<file path="config.mk">
export PLATFORM = sky130hd
export DESIGN_NAME = lcs_link_regs
export DESIGN_NICKNAME = d
export VERILOG_FILES = /design/src/include/lcs_pkg.sv /design/src/include/lcs_cfg_if.sv /design/src/logic/lcs_cfg_front.sv /design/src/logic/lcs_link_regs.sv
export SDC_FILE = /design/constraint.sdc
export NUM_CORES = 1
export LEC_CHECK = 0
export ABC_AREA = 1
export BUFFER_PORTS_ARGS = -buffer_cell sky130_fd_sc_hd__buf_2
export CAP_MARGIN = 25
export CORE_MARGIN = 2
export CORE_UTILIZATION = 29
export CTS_CLUSTER_DIAMETER = 40
export DETAILED_ROUTE_END_ITERATION = 16
export GPL_TIMING_DRIVEN = 0
export PLACE_DENSITY = 0.67
export SYNTH_ARGS = -nofsm -noshare
export SYNTH_HDL_FRONTEND = slang
export SYNTH_SLANG_ARGS = --single-unit
</file>
<file path="constraint.sdc">
create_clock -name clock -period 0.9 [get_ports clock]
set_input_delay 0.045 -clock clock [delete_from_list [all_inputs] [get_ports clock]]
set_output_delay 0.045 -clock clock [all_outputs]
set_load 0.005 [all_outputs]
</file>
<file path="src/include/lcs_pkg.sv">
// package of constants for the link control / status / pm header slice
// assumes byte-addressed configuration accesses of one dword at a time
//
// Behaviour
// - link control bit 6 is a writable common-clock flag, cleared at reset.
// - reported idle exit latency is derived from the common-clock flag.
// - latency reads 110b with flag 0, 010b with flag 1, following rewrites.
// - link control bits 1:0 hold a two-bit power control field, reset zero.
// - power control field is stored and read back but steers nothing.
// - link control bit 3 always reads zero.
// - link control bits 15:7, 5:4, 2 read zero; whole word resets to zero.
// - link status bits 9:4 report negotiated lane width, read-only.
// - link status bits 3:0 report fixed speed code 0001b.
// - link status is read-only, 15:10 zero, value tracks width plus speed.
// - capability identifier byte reads 01h, read-only.
// - next capability pointer byte reads zero, read-only.
package lcs_pkg;

  // ************************************************************
  // register offsets (byte addresses)
  // ************************************************************
  localparam logic [7:0] LCS_OFF_LINK_CAPABILITIES = 8'h50;
  localparam logic [7:0] LCS_OFF_LINK_CONTROL = 8'h54;
  localparam logic [7:0] LCS_OFF_LINK_STATUS = 8'h56;
  localparam logic [7:0] LCS_OFF_PM_CAPABILITY_IDENTIFIER = 8'h6c;
  localparam logic [7:0] LCS_OFF_PM_NEXT_PTR = 8'h6d;
  localparam int LCS_DWORD_LSB = 2;

  // ************************************************************
  // link control fields
  // ************************************************************
  localparam int LCS_CCF_BIT = 6;
  localparam int LCS_ASPM_LSB = 0;
  localparam int LCS_ASPM_MSB = 1;
  localparam int LCS_RRRP_BIT = 3;
  localparam logic [15:0] LCS_LINK_CONTROL_RESET = 16'h0000;
  localparam logic [1:0] LCS_ASPM_DISABLED = 2'h0;
  localparam logic [1:0] LCS_ASPM_LOW_IDLE = 2'h1;
  localparam logic [1:0] LCS_ASPM_RESERVED = 2'h2;
  localparam logic [1:0] LCS_ASPM_BOTH_IDLE = 2'h3;

  // ************************************************************
  // link status fields
  // ************************************************************
  localparam int LCS_WIDTH_LSB = 4;
  localparam int LCS_WIDTH_MSB = 9;
  localparam int LCS_SPEED_LSB = 0;
  localparam int LCS_SPEED_MSB = 3;
  localparam logic [3:0] LCS_SPEED_2G5 = 4'h1;
  localparam logic [5:0] LCS_WIDTH_X1 = 6'h00;
  localparam logic [5:0] LCS_WIDTH_X4 = 6'h04;
  localparam logic [5:0] LCS_WIDTH_X8 = 6'h08;

  // ************************************************************
  // link capabilities: fixed part and exit latency field
  // ************************************************************
  localparam logic [31:0] LCS_LINK_CAP_FIXED = 32'h0003_8081;
  localparam int LCS_EXIT_LAT_LSB = 12;
  localparam int LCS_EXIT_LAT_MSB = 14;
  localparam logic [2:0] LCS_EXIT_LAT_ASYNC = 3'h6;
  localparam logic [2:0] LCS_EXIT_LAT_COMMON = 3'h2;

  // ************************************************************
  // power management header
  // ************************************************************
  localparam logic [7:0] LCS_PM_CAPABILITY_IDENTIFIER_VALUE = 8'h01;
  localparam logic [7:0] LCS_PM_NEXT_PTR_VALUE = 8'h00;

  localparam logic [31:0] LCS_READ_ZERO = 32'h0000_0000;

  // ************************************************************
  // functions
  // ************************************************************
  // dword index of a byte address
  function automatic logic [5:0] dword_of(input logic [7:0] byte_addr);
    dword_of = byte_addr[7:LCS_DWORD_LSB];
  endfunction

  // exit latency code for a given common-clock setting
  function automatic logic [2:0] exit_latency(input logic common_clock);
    exit_latency = common_clock ? LCS_EXIT_LAT_COMMON : LCS_EXIT_LAT_ASYNC;
  endfunction

endpackage

</file>
<file path="src/include/lcs_cfg_if.sv">
// carrier between configuration front end and register slice
// assumes one clock domain; access_valid is a one-cycle pulse
`timescale 1ns/10ps
interface lcs_cfg_if;
  logic access_valid;
  logic access_write;
  logic [5:0] access_dword;
  logic [3:0] access_byte_en;
  logic [31:0] access_wdata;
  logic [31:0] access_rdata;

  modport front (
    output access_valid,
    output access_write,
    output access_dword,
    output access_byte_en,
    output access_wdata,
    input access_rdata
  );

  modport regs (
    input access_valid,
    input access_write,
    input access_dword,
    input access_byte_en,
    input access_wdata,
    output access_rdata
  );
endinterface

</file>
<file path="src/logic/lcs_cfg_front.sv">
// configuration access front end: takes a request, issues one access
// assumes requester holds cfg_valid until cfg_ready is seen high
`timescale 1ns/10ps
module lcs_cfg_front (
  input wire logic clock,
  input wire logic reset_n,
  input wire logic cfg_valid,
  input wire logic cfg_write,
  input wire logic [7:0] cfg_addr,
  input wire logic [3:0] cfg_byte_en,
  input wire logic [31:0] cfg_wdata,
  output logic cfg_ready,
  output logic cfg_done,
  output logic [31:0] cfg_rdata,
  lcs_cfg_if.front acc
);

  typedef enum logic [1:0] {
    LCS_ST_IDLE,
    LCS_ST_ACCESS
  } lcs_state_e;

  lcs_state_e state;
  logic req_write;
  logic [5:0] req_dword;
  logic [3:0] req_byte_en;
  logic [31:0] req_wdata;

  // ************************************************************
  // request sequencing
  // ************************************************************
  assign cfg_ready = (state == LCS_ST_IDLE);

  always_ff @(posedge clock or negedge reset_n) begin
    if (!reset_n) begin
      state <= LCS_ST_IDLE;
    end else begin
      unique case (state)
        LCS_ST_IDLE: begin
          if (cfg_valid) begin
            state <= LCS_ST_ACCESS;
          end
        end
        LCS_ST_ACCESS: begin
          state <= LCS_ST_IDLE;
        end
      endcase
    end
  end

  always_ff @(posedge clock or negedge reset_n) begin
    if (!reset_n) begin
      req_write <= 1'b0;
      req_dword <= 6'h00;
      req_byte_en <= 4'h0;
      req_wdata <= 32'h0000_0000;
    end else if (cfg_valid && cfg_ready) begin
      req_write <= cfg_write;
      req_dword <= lcs_pkg::dword_of(cfg_addr);
      req_byte_en <= cfg_byte_en;
      req_wdata <= cfg_wdata;
    end
  end

  // ************************************************************
  // access to the register slice
  // ************************************************************
  assign acc.access_valid = (state == LCS_ST_ACCESS);
  assign acc.access_write = req_write;
  assign acc.access_dword = req_dword;
  assign acc.access_byte_en = req_byte_en;
  assign acc.access_wdata = req_wdata;

  // ************************************************************
  // completion
  // ************************************************************
  always_ff @(posedge clock or negedge reset_n) begin
    if (!reset_n) begin
      cfg_done <= 1'b0;
      cfg_rdata <= 32'h0000_0000;
    end else begin
      cfg_done <= acc.access_valid;
      if (acc.access_valid) begin
        cfg_rdata <= req_write ? lcs_pkg::LCS_READ_ZERO : acc.access_rdata;
      end
    end
  end

endmodule

</file>
<file path="src/logic/lcs_link_regs.sv">
// link control, link status and power management header registers
// assumes configuration requests on the core clock; lane width
// arrives from the link layer asynchronously and is synchronised here
`timescale 1ns/10ps
module lcs_link_regs (
  input wire logic clock,
  input wire logic reset_n,
  input wire logic cfg_valid,
  input wire logic cfg_write,
  input wire logic [7:0] cfg_addr,
  input wire logic [3:0] cfg_byte_en,
  input wire logic [31:0] cfg_wdata,
  output logic cfg_ready,
  output logic cfg_done,
  output logic [31:0] cfg_rdata,
  input wire logic [5:0] link_width_raw,
  output logic common_clock_flag,
  output logic [2:0] idle_exit_latency,
  output logic [5:0] negotiated_lane_width
);

  lcs_cfg_if acc ();

  // ************************************************************
  // stored state
  // ************************************************************
  logic [1:0] active_state_pm_control;
  logic [5:0] width_meta;

  // ************************************************************
  // decoded access
  // ************************************************************
  logic hit_link_cap;
  logic hit_link_ctrl;
  logic hit_pm_header;
  logic ctrl_byte_write;

  // ************************************************************
  // read images
  // ************************************************************
  logic [15:0] link_control;
  logic [15:0] link_status;
  logic [31:0] link_capabilities;
  logic [7:0] power_capability_identifier;
  logic [7:0] power_capability_next_pointer;
  logic [31:0] next_rdata;

  // ************************************************************
  // configuration front end
  // ************************************************************
  lcs_cfg_front u_front (
    .clock(clock),
    .reset_n(reset_n),
    .cfg_valid(cfg_valid),
    .cfg_write(cfg_write),
    .cfg_addr(cfg_addr),
    .cfg_byte_en(cfg_byte_en),
    .cfg_wdata(cfg_wdata),
    .cfg_ready(cfg_ready),
    .cfg_done(cfg_done),
    .cfg_rdata(cfg_rdata),
    .acc(acc.front)
  );

  // ************************************************************
  // address decode
  // ************************************************************
  assign hit_link_cap =
    (acc.access_dword == lcs_pkg::dword_of(lcs_pkg::LCS_OFF_LINK_CAPABILITIES));

  assign hit_link_ctrl =
    (acc.access_dword == lcs_pkg::dword_of(lcs_pkg::LCS_OFF_LINK_CONTROL));

  assign hit_pm_header =
    (acc.access_dword == lcs_pkg::dword_of(lcs_pkg::LCS_OFF_PM_CAPABILITY_IDENTIFIER));

  // byte lane mask
  // only the low control byte holds writable bits; the other lanes
  // of that dword and every other dword accept writes and discard them
  assign ctrl_byte_write = acc.access_valid
    && acc.access_write
    && hit_link_ctrl
    && acc.access_byte_en[0];

  // ************************************************************
  // lane width synchroniser
  // ************************************************************
  // two stages; only the second stage feeds any logic
  always_ff @(posedge clock or negedge reset_n) begin
    if (!reset_n) begin
      width_meta <= lcs_pkg::LCS_WIDTH_X1;
    end else begin
      width_meta <= link_width_raw;
    end
  end

  always_ff @(posedge clock or negedge reset_n) begin
    if (!reset_n) begin
      negotiated_lane_width <= lcs_pkg::LCS_WIDTH_X1;
    end else begin
      negotiated_lane_width <= width_meta;
    end
  end

  // ************************************************************
  // common clock flag
  // ************************************************************
  // writable clock flag
  always_ff @(posedge clock or negedge reset_n) begin
    if (!reset_n) begin
      common_clock_flag <= lcs_pkg::LCS_LINK_CONTROL_RESET[lcs_pkg::LCS_CCF_BIT];
    end else if (ctrl_byte_write) begin
      common_clock_flag <= acc.access_wdata[lcs_pkg::LCS_CCF_BIT];
    end
  end

  // ************************************************************
  // active state power management control
  // ************************************************************
  // stored pm field
  // all four codes are kept as written, the reserved one included
  always_ff @(posedge clock or negedge reset_n) begin
    if (!reset_n) begin
      active_state_pm_control <=
        lcs_pkg::LCS_LINK_CONTROL_RESET[lcs_pkg::LCS_ASPM_MSB:lcs_pkg::LCS_ASPM_LSB];
    end else if (ctrl_byte_write) begin
      active_state_pm_control <=
        acc.access_wdata[lcs_pkg::LCS_ASPM_MSB:lcs_pkg::LCS_ASPM_LSB];
    end
  end

  // readback only
  // the field drives no idle entry logic; it only reappears on reads

  // ************************************************************
  // idle exit latency
  // ************************************************************
  // latency from flag
  // latency codes
  // decoded straight from the flag flop, so it follows each rewrite
  // from the cycle after the write
  assign idle_exit_latency = lcs_pkg::exit_latency(common_clock_flag);

  // ************************************************************
  // link control read image
  // ************************************************************
  always_comb begin
    link_control = lcs_pkg::LCS_LINK_CONTROL_RESET;
    link_control[lcs_pkg::LCS_CCF_BIT] = common_clock_flag;
    link_control[lcs_pkg::LCS_ASPM_MSB:lcs_pkg::LCS_ASPM_LSB] =
      active_state_pm_control;
    link_control[lcs_pkg::LCS_RRRP_BIT] = 1'b0;
  end

  // ************************************************************
  // link status read image
  // ************************************************************
  always_comb begin
    link_status = 16'h0000;
    link_status[lcs_pkg::LCS_WIDTH_MSB:lcs_pkg::LCS_WIDTH_LSB] =
      negotiated_lane_width;
    link_status[lcs_pkg::LCS_SPEED_MSB:lcs_pkg::LCS_SPEED_LSB] =
      lcs_pkg::LCS_SPEED_2G5;
  end

  // ************************************************************
  // link capabilities read image
  // ************************************************************
  always_comb begin
    link_capabilities = lcs_pkg::LCS_LINK_CAP_FIXED;
    link_capabilities[lcs_pkg::LCS_EXIT_LAT_MSB:lcs_pkg::LCS_EXIT_LAT_LSB] =
      idle_exit_latency;
  end

  // ************************************************************
  // power management header
  // ************************************************************
  // capability identifier
  assign power_capability_identifier = lcs_pkg::LCS_PM_CAPABILITY_IDENTIFIER_VALUE;

  assign power_capability_next_pointer = lcs_pkg::LCS_PM_NEXT_PTR_VALUE;

  // ************************************************************
  // read data
  // ************************************************************
  // all lanes of a hit dword are returned; the requester picks its
  // bytes. unmapped dwords read as zero
  always_comb begin
    next_rdata = lcs_pkg::LCS_READ_ZERO;
    if (hit_link_cap) begin
      next_rdata = link_capabilities;
    end else if (hit_link_ctrl) begin
      next_rdata = {link_status, link_control};
    end else if (hit_pm_header) begin
      next_rdata[15:0] = {power_capability_next_pointer, power_capability_identifier};
    end
  end

  assign acc.access_rdata = next_rdata;

endmodule

</file>
# == Word level (Yosys, flattened, before mapping) ==
# Index checks and enable logic that the tools add are counted.
# word_totals
ff_bits,65
inputBits,54
output_inout_bits,44
elab_cells,29
# op_classes
n_eq_ne,5
muxes,8
reduce_logical,5
# op_table
operator,n
32-bit 2-to-1 mux,2
6-bit by 5-bit == test with 1-bit output (second input constant),3
16-bit 2-to-1 mux,1
10-bit 2-to-1 mux,1
1-bit logical AND,4
2-bit one-hot mux with 2 select lines,1
3-bit 2-to-1 mux,1
2-bit by 1-bit == test with 1-bit output (second input constant),1
2-bit logical NOT,1
2-bit 2-to-1 mux,1
2-bit inequality test (second input constant),1
1-bit 2-to-1 mux,1

# == Logic depth before layout (Yosys ltp) ==
# Gate-level depths: netlist of run 1.
# depth
depth_word,5
mapped_depth,7

# == Hierarchy ==
# Synthesis of run 1 repeated with hierarchy kept, for this count alone.
# unflattened
cells_unflattened,399
hier_area_um2,3701.0
# modules_own_cells
module,instances,cells_per_inst,area_per_inst_um2
lcs_cfg_front,1,330,3045.4
lcs_link_regs,1,69,655.6

# == Worst setup path before layout of run 1 ==
# No wires, ideal clock.
# synth_path
path_type,register -> register
startpoint,"reg u_front.req_dword[1], in the netlist u_front.acc.access_dword[1]"
endpoint,reg common_clock_flag
setup_ns,0.117
arrival_ns,0.864
slack_ns,-0.081
stages_incl_launch_ff,7
period_less_slack_ns,0.981
cell_sequence,dfrtp_1 -> nor2_2 -> nand3_2 -> inv_2 -> nand2_2 -> nand2_1 -> nand2_1
# synth_between
elab_chain_len,3
# synth_rtl
element,line_no,text
"start, declared",lcs_cfg_front.sv:25,logic [5:0] req_dword;
"start signal, assigned",lcs_cfg_front.sv:59,req_dword <= lcs_pkg::dword_of(cfg_addr);
6-bit by 5-bit == test with 1-bit output,lcs_link_regs.sv:72,(acc.access_dword == lcs_pkg::dword_of(lcs_pkg::LCS_OFF_LINK_CONTROL));
1-bit logical AND,lcs_link_regs.sv:82,&& hit_link_ctrl
1-bit logical AND,lcs_link_regs.sv:83,&& acc.access_byte_en[0];
"end signal, assigned",lcs_link_regs.sv:111,common_clock_flag <= lcs_pkg::LCS_LINK_CONTROL_RESET[lcs_pkg::LCS_CCF_BIT];
"end signal, assigned",lcs_link_regs.sv:113,common_clock_flag <= acc.access_wdata[lcs_pkg::LCS_CCF_BIT];
"end, declared",lcs_link_regs.sv:17,"output logic common_clock_flag,"
# Every way passes these cells.
# A chain may end at the register's enable or synchronous reset.

# == Final worst setup path of run 1 ==
# layout_path
startpoint,"reg u_front.req_dword[4], in the netlist u_front.acc.access_dword[4]"
endpoint,reg u_front.cfg_rdata[24]
# layout_between
elab_chain_len,4
elab_cells_between_ends,5
classes_between,eq/ne (2); mux (3)
# layout_rtl
element,line_no,text
6-bit by 5-bit == test with 1-bit output,lcs_link_regs.sv:72,
10-bit 2-to-1 mux,lcs_link_regs.sv:192,end else if (hit_link_ctrl) begin
32-bit 2-to-1 mux (*),lcs_link_regs.sv:190,if (hit_link_cap) begin
32-bit 2-to-1 mux (*),lcs_cfg_front.sv:84,cfg_rdata <= req_write ? lcs_pkg::LCS_READ_ZERO : acc.access_rdata;
"end signal, assigned",lcs_cfg_front.sv:84,
"end, declared",lcs_cfg_front.sv:14,"output logic [31:0] cfg_rdata,"
# Every way passes the cells marked *; elsewhere a longest branch is shown, timed or not.

==> results of run 1 <==
## worst paths after layout
kind                                                         start                                 endpoint  slack [ns]  cells after the start
hold reg to reg                            width_meta[0]$_DFF_PN0_       negotiated_lane_width[0]$_DFF_PN0_        0.35                      0
max in group asynchronous                                  reset_n        u_front.cfg_rdata[17]$_DFFE_PN0P_        0.43                      1
setup / recovery           u_front.acc.access_dword[4]$_DFFE_PN0P_        u_front.cfg_rdata[24]$_DFFE_PN0P_       -0.19                      6
hold / removal                                             reset_n        u_front.cfg_rdata[22]$_DFFE_PN0P_       -0.14                      1
min in group clock                                       cfg_valid  u_front.acc.access_dword[0]$_DFFE_PN0P_        0.13                      4
setup reg to reg           u_front.acc.access_dword[4]$_DFFE_PN0P_        u_front.cfg_rdata[24]$_DFFE_PN0P_       -0.19                      6
## repair_timing
item | CTS | global route
gates cloned | 2 | 0
buffers inserted | 12 | 5
endpoints found under the hold margin | 57 | 40
setup endpoints to repair | 34 | 35
gates resized for setup | 25 | 31
pin swaps | 10 | 11
## cell type report
type	count	area share [%]
plain buffers	24	7.71
clock buffers	7	3.35
clock inverters	1	0.291
inverters	15	2.47
multi-input cells	107	22.0
flip-flops and latches	40	38.9
well taps	72	3.49
repair buffers	78	21.5
repair inverters	1	0.340
## cell usage after synthesis (all sizes together)
master / count
nand2: 63
nor2: 8
inv: 15
buf: 24
nand3: 8
dfrtp: 40
a22o: 1
conb: 2
o21ai: 8
## sequential cells by signal (all words and copies together) (netlist names)
signal                      cells
u_front.acc.access_wdata        3
u_front.cfg_rdata              12
u_front.cfg_done                1
width_meta                      6
u_front.acc.access_dword        6
common_clock_flag               1
negotiated_lane_width           6
u_front.acc.access_write        1
active_state_pm_control         2
u_front.acc.access_byte_en      1
u_front.state                   1
## power by group
part           leakage, nW  total, mW  switching (mW)  internal [mW]
clock network       0.0445       1.22           0.598          0.622
logic                0.854      0.700           0.333          0.367
registers            0.507       1.98          0.0756           1.91
## critical path, cell delays in order, from the launching register on
cell and delay [ns]:
dfrtp_1 0.37, inv_2 0.06, nor2_4 0.12, nand3_2 0.13, nor2_4 0.21, nand2_1 0.08
nand2_1 0.05
## cell families (layout without fill, tap and decap cells)
group | after synthesis | count (layout)
and+or+nand+nor | 79 | 79
DFF | 40 | 40
buffers and inverters | 39 | 126
AOI/OAI and AO/OA | 9 | 9
other | 2 | 19
## layer usage
layer,track usage [%],up-vias,wire [µm]
li1,-,678,-
met1,12.8,581,1370
met2,20.2,39,1830
met3,3.86,8,189
met4,5.86,0,92
met5,0,-,0
==> flow_metrics.py, run 1 <==
metrics = {
    "finish": {
        "layout-drive-gt1-share_pct": 48.7,
        "final_cell_mix": "nand2_1, buf_2, dfrtp_1",
        "antenna_cells": 0,
        "multi_input_area_um2": 567,
        "finish.utilization_pct": 47.1,
        "area.sequential_mm2": 0.00100,
        "area_growth_pct": 58.1,
        "num-fill-cells": 522,
        "final_common_cell": "nand2_1",
        "stdcell_area_mm2": 0.00258,
        "nNetsFinal": 326,
        "stdcell_count": 345,
    },
    "placed_design": {
        "numPortBuffers": 44,
        "dp_hpwl_um": 2200,
        "preCtsSetupSlack_ns": -0.233,
        "dp.cells": 302,
        "dpl-instance-area_mm2": 0.00201,
        "gp_congestion": 0.701,
    },
    "global_routing": {
        "grt_max_degree": 41,
        "gr-usage-all-layers_pct": 11.7,
        "antenna_found_initial": 0,
        "overflow": 0,
        "grt_pass1_vias": 1251,
        "grt_pass1_wl_um": 5560,
    },
    "setup_path": {
        "cp-end-kind": "register",
        "startpoint_type": "register",
        "cp_max_fo": 8,
        "critPathRequiredTime_ns": 1.14,
        "path_class": "register to register",
        "arrival_ns": 1.33,
    },
    "floorplan": {
        "core_mm2": 0.00547,
        "start_util_pct": 29.8,
        "placementRows": 27,
        "design.portCount": 98,
        "dieWidth_um": 79.0,
        "die_h_um": 79.0,
        "dieArea_mm2": 0.00624,
    },
    "sta": {
        "drv_slew": 0,
        "tightestPinTransition_ns": 0.875,
        "rsz0062_at_grt": "true",
        "period_share_pct": 121,
        "setup_viol": 32,
        "hold_viol_final": 40,
        "tns_ns": -4.28,
        "slew_headroom_pct": 41.7,
        "fin_skew_ns": 0.00565,
        "setup_ws_ns": -0.191,
        "layout_min_cycle_time_ns": 1.09,
        "hold_ws_ns": -0.138,
        "max_freq_mhz": 917,
    },
    "logic_synthesis": {
        "synth.avg_cell_area_um2": 9.65,
        "synth_top_cell_area_share_pct": 61.3,
        "synth_mux_area_share_pct": 0,
        "ys_types": 18,
        "synth-simple-area-share_pct": 20.6,
        "synth_warnings": 0,
        "synth_xor_area_share_pct": 0,
        "synth_area_mm2": 0.00163,
        "synth.largest_area_cell": "dfrtp_1",
        "seq_area_frac_synth_pct": 61.3,
        "synthTopCellsByArea": "dfrtp_1, nand2_1, buf_4",
        "ys_ff_latch": 40,
        "synth_compound_area_share_pct": 2.99,
        "synth_top_family_by_area": "simple AND/OR/NAND/NOR gates",
        "synth_fa_ha_area_share_pct": 0,
        "syn_inst": 169,
    },
    "clock_tree": {
        "cts_buffers": 5,
        "cts-htree-levels": 2,
        "numClockSinks": 40,
        "clockBufferDepth": 2,
        "clk_pin_slew_worst_paths_ns": 0.07,
        "root_buffer": "clkbuf_8",
        "clk_latency_ns": 0.29,
        "cts_tree": "yes",
        "cts_hold_buf": 17,
    },
    "drt": {
        "num_vias": 1306,
        "antenna_left": 0,
        "drt_iter0_markers": 71,
        "routed_wl_um": 3480,
        "wl_per_cell_um": 10.1,
        "routed_via_density": 3.79,
        "drt_first_pass_iters": 4,
        "drc": 0,
    },
    "power_and_ir_drop": {
        "power_mw": 3.90,
        "p_leak_nw": 1.41,
        "power.density_mw_per_mm2": 1510,
        "peakVddDrop_mv": 0.552,
    },
    "status": {
        "violations": "hold timing, setup timing",
        "status": "complete, but fails checks",
    },
    "min_path": {
        "hold_path_class": "primary input to async pin",
    },
    "job": {
        "max_cap_viol_count": 0,
    },
}
(Power assumes the default switching activity.)
==> run 2, diff against run 1 <==
--- a/config.mk
+++ b/config.mk
@@ -13,7 +13,8 @@
 export CTS_CLUSTER_DIAMETER = 40
 export DETAILED_ROUTE_END_ITERATION = 16
 export GPL_TIMING_DRIVEN = 0
-export PLACE_DENSITY = 0.67
+export PLACE_DENSITY = 0.64
+export SLEW_MARGIN = 20
 export SYNTH_ARGS = -nofsm -noshare
 export SYNTH_HDL_FRONTEND = slang
 export SYNTH_SLANG_ARGS = --single-unit
==> constraint.sdc (replaced) <==
create_clock -name clock -period 1.28 [get_ports clock]
set_input_delay 0.064 -clock clock [delete_from_list [all_inputs] [get_ports clock]]
set_output_delay 0.064 -clock clock [all_outputs]
set_load 0.005 [all_outputs]
==> run 2 against run 1 <==
  * The flow now finishes without violations
  * Cell count is 5.2% lower
  * Routed wire length is 13% lower
  * Clock power is 29% lower
  * Global-route usage is 0.95 points lower
  * Largest power group unchanged
  * Highest routed layer unchanged
==> flow_metrics.py, run 2 (same netlist as run 1, synthesis figures left out) <==
metrics = {
    "finish": {
        "regMostFlops": "u_front.cfg_rdata",
        "largest_reg_flops": 12,
        "stdcell_count": 327,
        "nNetsFinal": 308,
        "area_growth_pct": 39.6,
        "antenna_cells": 0,
        "layout-drive-gt1-share_pct": 34.1,
        "final_common_cell": "nand2_1",
        "final_cell_mix": "nand2_1, buf_2, dfrtp_1",
        "stdcell_area_mm2": 0.00228,
        "finish.utilization_pct": 41.6,
    },
    "placed_design": {
        "dp_hpwl_um": 2180,
        "gp_congestion": 0.706,
        "dpl-instance-area_mm2": 0.00201,
        "dp.cells": 302,
        "numPortBuffers": 44,
    },
    "global_routing": {
        "grt_max_degree": 41,
        "gr-usage-all-layers_pct": 10.7,
        "overflow": 0,
        "antenna_found_initial": 0,
        "grt_pass1_wl_um": 5040,
        "grt_pass1_vias": 1140,
    },
    "drt": {
        "drt_iter0_markers": 40,
        "wl_per_cell_um": 9.31,
        "routed_via_density": 3.71,
        "met1_length_um": 1310,
        "routed-wl-met2_um": 1460,
        "wl_met3_um": 194,
        "drc": 0,
        "num_vias": 1212,
        "routed_wl_um": 3040,
        "drt_first_pass_iters": 4,
        "highest_layer": "met4",
        "antenna_left": 0,
    },
    "clock_tree": {
        "cts-htree-levels": 2,
        "cts_buffers": 5,
        "clk_latency_ns": 0.29,
        "clockBufferDepth": 2,
        "numClockSinks": 40,
        "root_buffer": "clkbuf_8",
        "cts_tree": "yes",
        "clk_pin_slew_worst_paths_ns": 0.07,
    },
    "sta": {
        "setup_viol": 0,
        "tightestPinTransition_ns": 0.855,
        "layout_min_cycle_time_ns": 1.21,
        "tns_ns": 0,
        "max_freq_mhz": 829,
        "hold_viol_final": 0,
        "drv_slew": 0,
        "fin_skew_ns": 0.00748,
        "period_share_pct": 94.2,
        "rsz0062_at_grt": "false",
        "slew_headroom_pct": 43.0,
    },
    "power_and_ir_drop": {
        "power_switching_uw": 641,
        "netSwitchingFraction_pct": 24.9,
        "pwr-share-comb_pct": 12.4,
        "p_leak_nw": 1.29,
        "seqPwrFrac_pct": 53.8,
        "p_int_mw": 1.93,
        "p_clk_share_pct": 33.7,
        "power.density_mw_per_mm2": 1130,
        "peakVddDrop_mv": 0.467,
    },
    "floorplan": {
        "start_util_pct": 29.8,
        "placementRows": 27,
        "dieWidth_um": 79.0,
        "dieArea_mm2": 0.00624,
        "core_mm2": 0.00547,
        "die_h_um": 79.0,
        "design.portCount": 98,
    },
    "setup_path": {
        "cp-end-kind": "output pin",
        "critPathRequiredTime_ns": 1.22,
        "reg2reg_from": "u_front.state[0]$_DFFE_PN0P_",
        "cp-startpoint": "u_front.state[0]$_DFFE_PN0P_",
        "critPathMaxStageDelay_ns": 0.41,
        "slowest_stage": "dfrtp_1",
        "startpoint_type": "register",
        "cp_max_fo": 10,
        "path_class": "register to output pin",
        "arrival_ns": 1.14,
        "path_cells": "inv_2 -> buf_4 -> buf_2",
    },
    "min_path": {
        "hold_path_class": "primary input to register",
        "worstHoldStart": "cfg_addr[4]",
    },
    "job": {
        "max_cap_viol_count": 0,
    },
    "status": {
        "status": "complete, no violations",
    },
}
[run 2: repair_timing]
action | 4_1_cts | 5_1_grt
hold endpoints to repair | 56 | 0
gates cloned | 0 | 0
endpoints found under the setup margin | 1 | 1
gates resized for setup | 1 | 1
setup buffers | 0 | 0
hold buffers | 17 | 0
[run 2: final cells by class]
type                       count  area, µm²
timing repair buffer          61        390
fill                         580       3190
inverter                      15       56.3
sequential                    40       1000
buffer                        24        184
tap                           72       90.1
multi-input combinational    107        459
clock inverter                 2       15.0
clock buffer                   6       82.6
[run 2: power groups by stage]
stage	Combinational, mW	Clock [mW]	Sequential, mW
global route	0.368	0.947	1.40
floorplan	0.172	0	1.40
global placement	0.275	0	1.41
CTS	0.323	0.902	1.39
finish	0.320	0.869	1.39
detailed placement	0.280	0	1.41
[run 2: stage by stage]
| step | setup slack, ns | hold slack, ns | power, mW |
|---|---|---|---|
| after floorplan | 0.299 | -0.232 | 1.58 |
| after global placement | 0.174 | 0.172 | 1.68 |
| after detailed placement | 0.140 | 0.174 | 1.69 |
| after CTS | 0.0445 | 0.00430 | 2.61 |
| after global routing | 0.000620 | 0.0117 | 2.71 |
| final | 0.0742 | 0.00725 | 2.58 |
[run 2: routing by layer]
metal / global-route usage (%) / vias up
met5: 0 / -
met4: 6.21 / 0
met3: 3.41 / 6
met2: 18.0 / 35
met1: 12.0 / 535
li1: - / 636
[run 2: worst max-delay path, delay by kind of cell, from the launching register on]
kind	cells	cell delay, ns
buffers and inverters	3	0.45
flip-flops	1	0.41
[run 2: path summary, 6_finish.rpt]
check | slack [ns] | endpoint | depth (start not counted)
setup / recovery | 0.07 | cfg_ready | 3
hold / removal | 0.007 | u_front.acc.access_dword[2]$_DFFE_PN0P_ | 3
setup reg to reg | 0.14 | u_front.acc.access_dword[2]$_DFFE_PN0P_ | 5
hold reg to reg | 0.35 | negotiated_lane_width[0]$_DFF_PN0_ | 0
max in group asynchronous | 0.32 | u_front.state[0]$_DFFE_PN0P_ | 2
min in group asynchronous | 0.42 | negotiated_lane_width[4]$_DFF_PN0_ | 2
==> run 3, diff against run 2 <==
==> constraint.sdc (replaced) <==
create_clock -name clock -period 1.6 [get_ports clock]
set_input_delay 0.08 -clock clock [delete_from_list [all_inputs] [get_ports clock]]
set_output_delay 0.08 -clock clock [all_outputs]
set_load 0.005 [all_outputs]
==> run 3 against run 2 <==
  * Hold slack better by 0.0094 ns
  * Sequential power is 20% lower
  * Core utilization is 0.27 points lower
  * Die area stayed put
  * First-iteration DRC count is 5.0% higher
  * Setup slack better by 0.24 ns
  * Clock power is 20% lower
  * Count of clock-buffer cells in the layout stayed put
  * Clock skew hardly changed
  * Sequential share of layout area is 0.29 points higher
  * Global-route usage hardly changed
==> flow_metrics.py, run 3 (same netlist as run 1, synthesis figures left out) <==
metrics = {
    "drt": {
        "drt_first_pass_iters": 4,
        "antenna_left": 0,
        "routed_via_density": 3.71,
        "num_vias": 1210,
        "drc": 0,
        "routed_wl_um": 3050,
        "drt_iter0_markers": 42,
        "wl_per_cell_um": 9.36,
    },
    "job": {
        "max_cap_viol_count": 0,
    },
    "finish": {
        "final_cell_mix": "nand2_1, buf_2, dfrtp_1",
        "regMostFlops": "u_front.cfg_rdata",
        "largest_reg_flops": 12,
        "num-fill-cells": 580,
        "finish.utilization_pct": 41.4,
        "layout-drive-gt1-share_pct": 33.9,
        "final_common_cell": "nand2_1",
        "nNetsFinal": 307,
        "area_growth_pct": 38.7,
        "antenna_cells": 0,
    },
    "global_routing": {
        "antenna_found_initial": 0,
        "grt_max_degree": 41,
        "gr-usage-all-layers_pct": 10.7,
        "overflow": 0,
        "grt_pass1_wl_um": 5020,
        "grt_pass1_vias": 1128,
    },
    "floorplan": {
        "design.portCount": 98,
        "placementRows": 27,
        "start_util_pct": 29.8,
        "dieWidth_um": 79.0,
        "core_mm2": 0.00547,
        "die_h_um": 79.0,
        "dieArea_mm2": 0.00624,
    },
    "clock_tree": {
        "root_buffer": "clkbuf_8",
        "post_cts_resize_count": 0,
        "numClockSinks": 40,
        "cts_buffers": 5,
        "cts_tree": "yes",
        "clk_pin_slew_worst_paths_ns": 0.07,
        "postCtsSetupBuffers": 0,
        "clockBufferDepth": 2,
        "cts-htree-levels": 2,
        "clk_latency_ns": 0.29,
    },
    "sta": {
        "drv_slew": 0,
        "setup_viol": 0,
        "rsz0062_at_grt": "false",
        "hold_viol_final": 0,
        "layout_min_cycle_time_ns": 1.29,
        "slew_headroom_pct": 42.6,
        "fin_skew_ns": 0.00742,
        "period_share_pct": 80.5,
        "tightestPinTransition_ns": 0.862,
        "max_freq_mhz": 776,
        "tns_ns": 0,
    },
    "power_and_ir_drop": {
        "p_clk_share_pct": 33.8,
        "power_switching_uw": 513,
        "seqPwrFrac_pct": 53.9,
        "peakVddDrop_mv": 0.373,
        "netSwitchingFraction_pct": 24.9,
        "power.density_mw_per_mm2": 909,
        "p_int_mw": 1.54,
        "p_leak_nw": 1.29,
        "pwr-share-comb_pct": 12.3,
    },
    "setup_path": {
        "startpoint_type": "register",
        "path_class": "register to output pin",
        "arrival_ns": 1.21,
        "critPathRequiredTime_ns": 1.52,
        "cp_max_fo": 10,
        "cp-end-kind": "output pin",
    },
    "status": {
        "status": "complete, no violations",
    },
    "placed_design": {
        "dp_hpwl_um": 2180,
        "gp_congestion": 0.706,
        "numPortBuffers": 44,
    },
    "min_path": {
        "hold_path_class": "primary input to register",
    },
}
==> run 3: cell types whose count changed in the layout (fill, tap and decap cells not counted), sizes merged <==
| cell | delta |
|---|---|
| dlygate4sd3 | -1 |
==> run 3: stage by stage <==
step                      power [mW]  std cells  cell area, µm²  hold WS (ns)  setup WS [ns]
after floorplan                 1.26        186            1700        -0.216          0.619
after global placement          1.35        302            2010         0.188          0.494
after detailed placement        1.35        302            2010         0.190          0.460
after CTS                       2.09        326            2260        0.0143          0.282
after global routing            2.16        326            2260        0.0277          0.231
final                           2.06        326            2260        0.0166          0.312
==> run 3: power groups by stage <==
stage          Combinational, mW  Clock [mW]  Sequential, mW
5_1_grt                    0.290       0.758            1.12
3_3_place_gp               0.220           0            1.13
3_5_place_dp               0.224           0            1.13
6_report                   0.252       0.696            1.11
2_1_floorplan              0.138           0            1.12
4_1_cts                    0.256       0.722            1.11
==> run 3: what timing repair did <==
action                                 4_1_cts  5_1_grt
hold buffers                                16        0
setup endpoints to repair                    0        0
endpoints found under the hold margin       55        0
==> run 3: critical path, cell delays in order, from the launching register on <==
cell and delay [ns]:
dfrtp_1 0.41, inv_2 0.13, buf_2 0.24, buf_2 0.15
==> run 3: cell type report <==
cell class | instances | area, µm² | area share (%)
flip-flops and latches | 40 | 1000 | 44.2
multi-input cells | 107 | 457 | 20.2
repair buffers | 60 | 380 | 16.8
plain buffers | 24 | 181 | 8.02
well taps | 72 | 90.1 | 3.98
clock buffers | 6 | 82.6 | 3.65
inverters | 15 | 56.3 | 2.49
clock inverters | 2 | 15.0 | 0.663
==> run 3: final timing paths <==
check	start	end	slack [ns]	depth (start not counted)
max	u_front.state[0]$_DFFE_PN0P_	cfg_ready	0.31	3
min	cfg_write	u_front.acc.access_write$_DFFE_PN0P_	0.02	3
max reg2reg	u_front.state[0]$_DFFE_PN0P_	u_front.acc.access_dword[2]$_DFFE_PN0P_	0.46	5
min reg2reg	width_meta[0]$_DFF_PN0_	negotiated_lane_width[0]$_DFF_PN0_	0.35	0
max in group asynchronous	reset_n	u_front.acc.access_write$_DFFE_PN0P_	0.61	2
min in group asynchronous	reset_n	u_front.cfg_rdata[22]$_DFFE_PN0P_	0.44	2
==> run 3: metal layers <==
metal,wire [µm],up-vias,track usage [%]
li1,-,635,-
met1,1320,534,12.0
met2,1450,35,17.8
met3,194,6,3.41
met4,86,0,6.21
met5,0,-,0
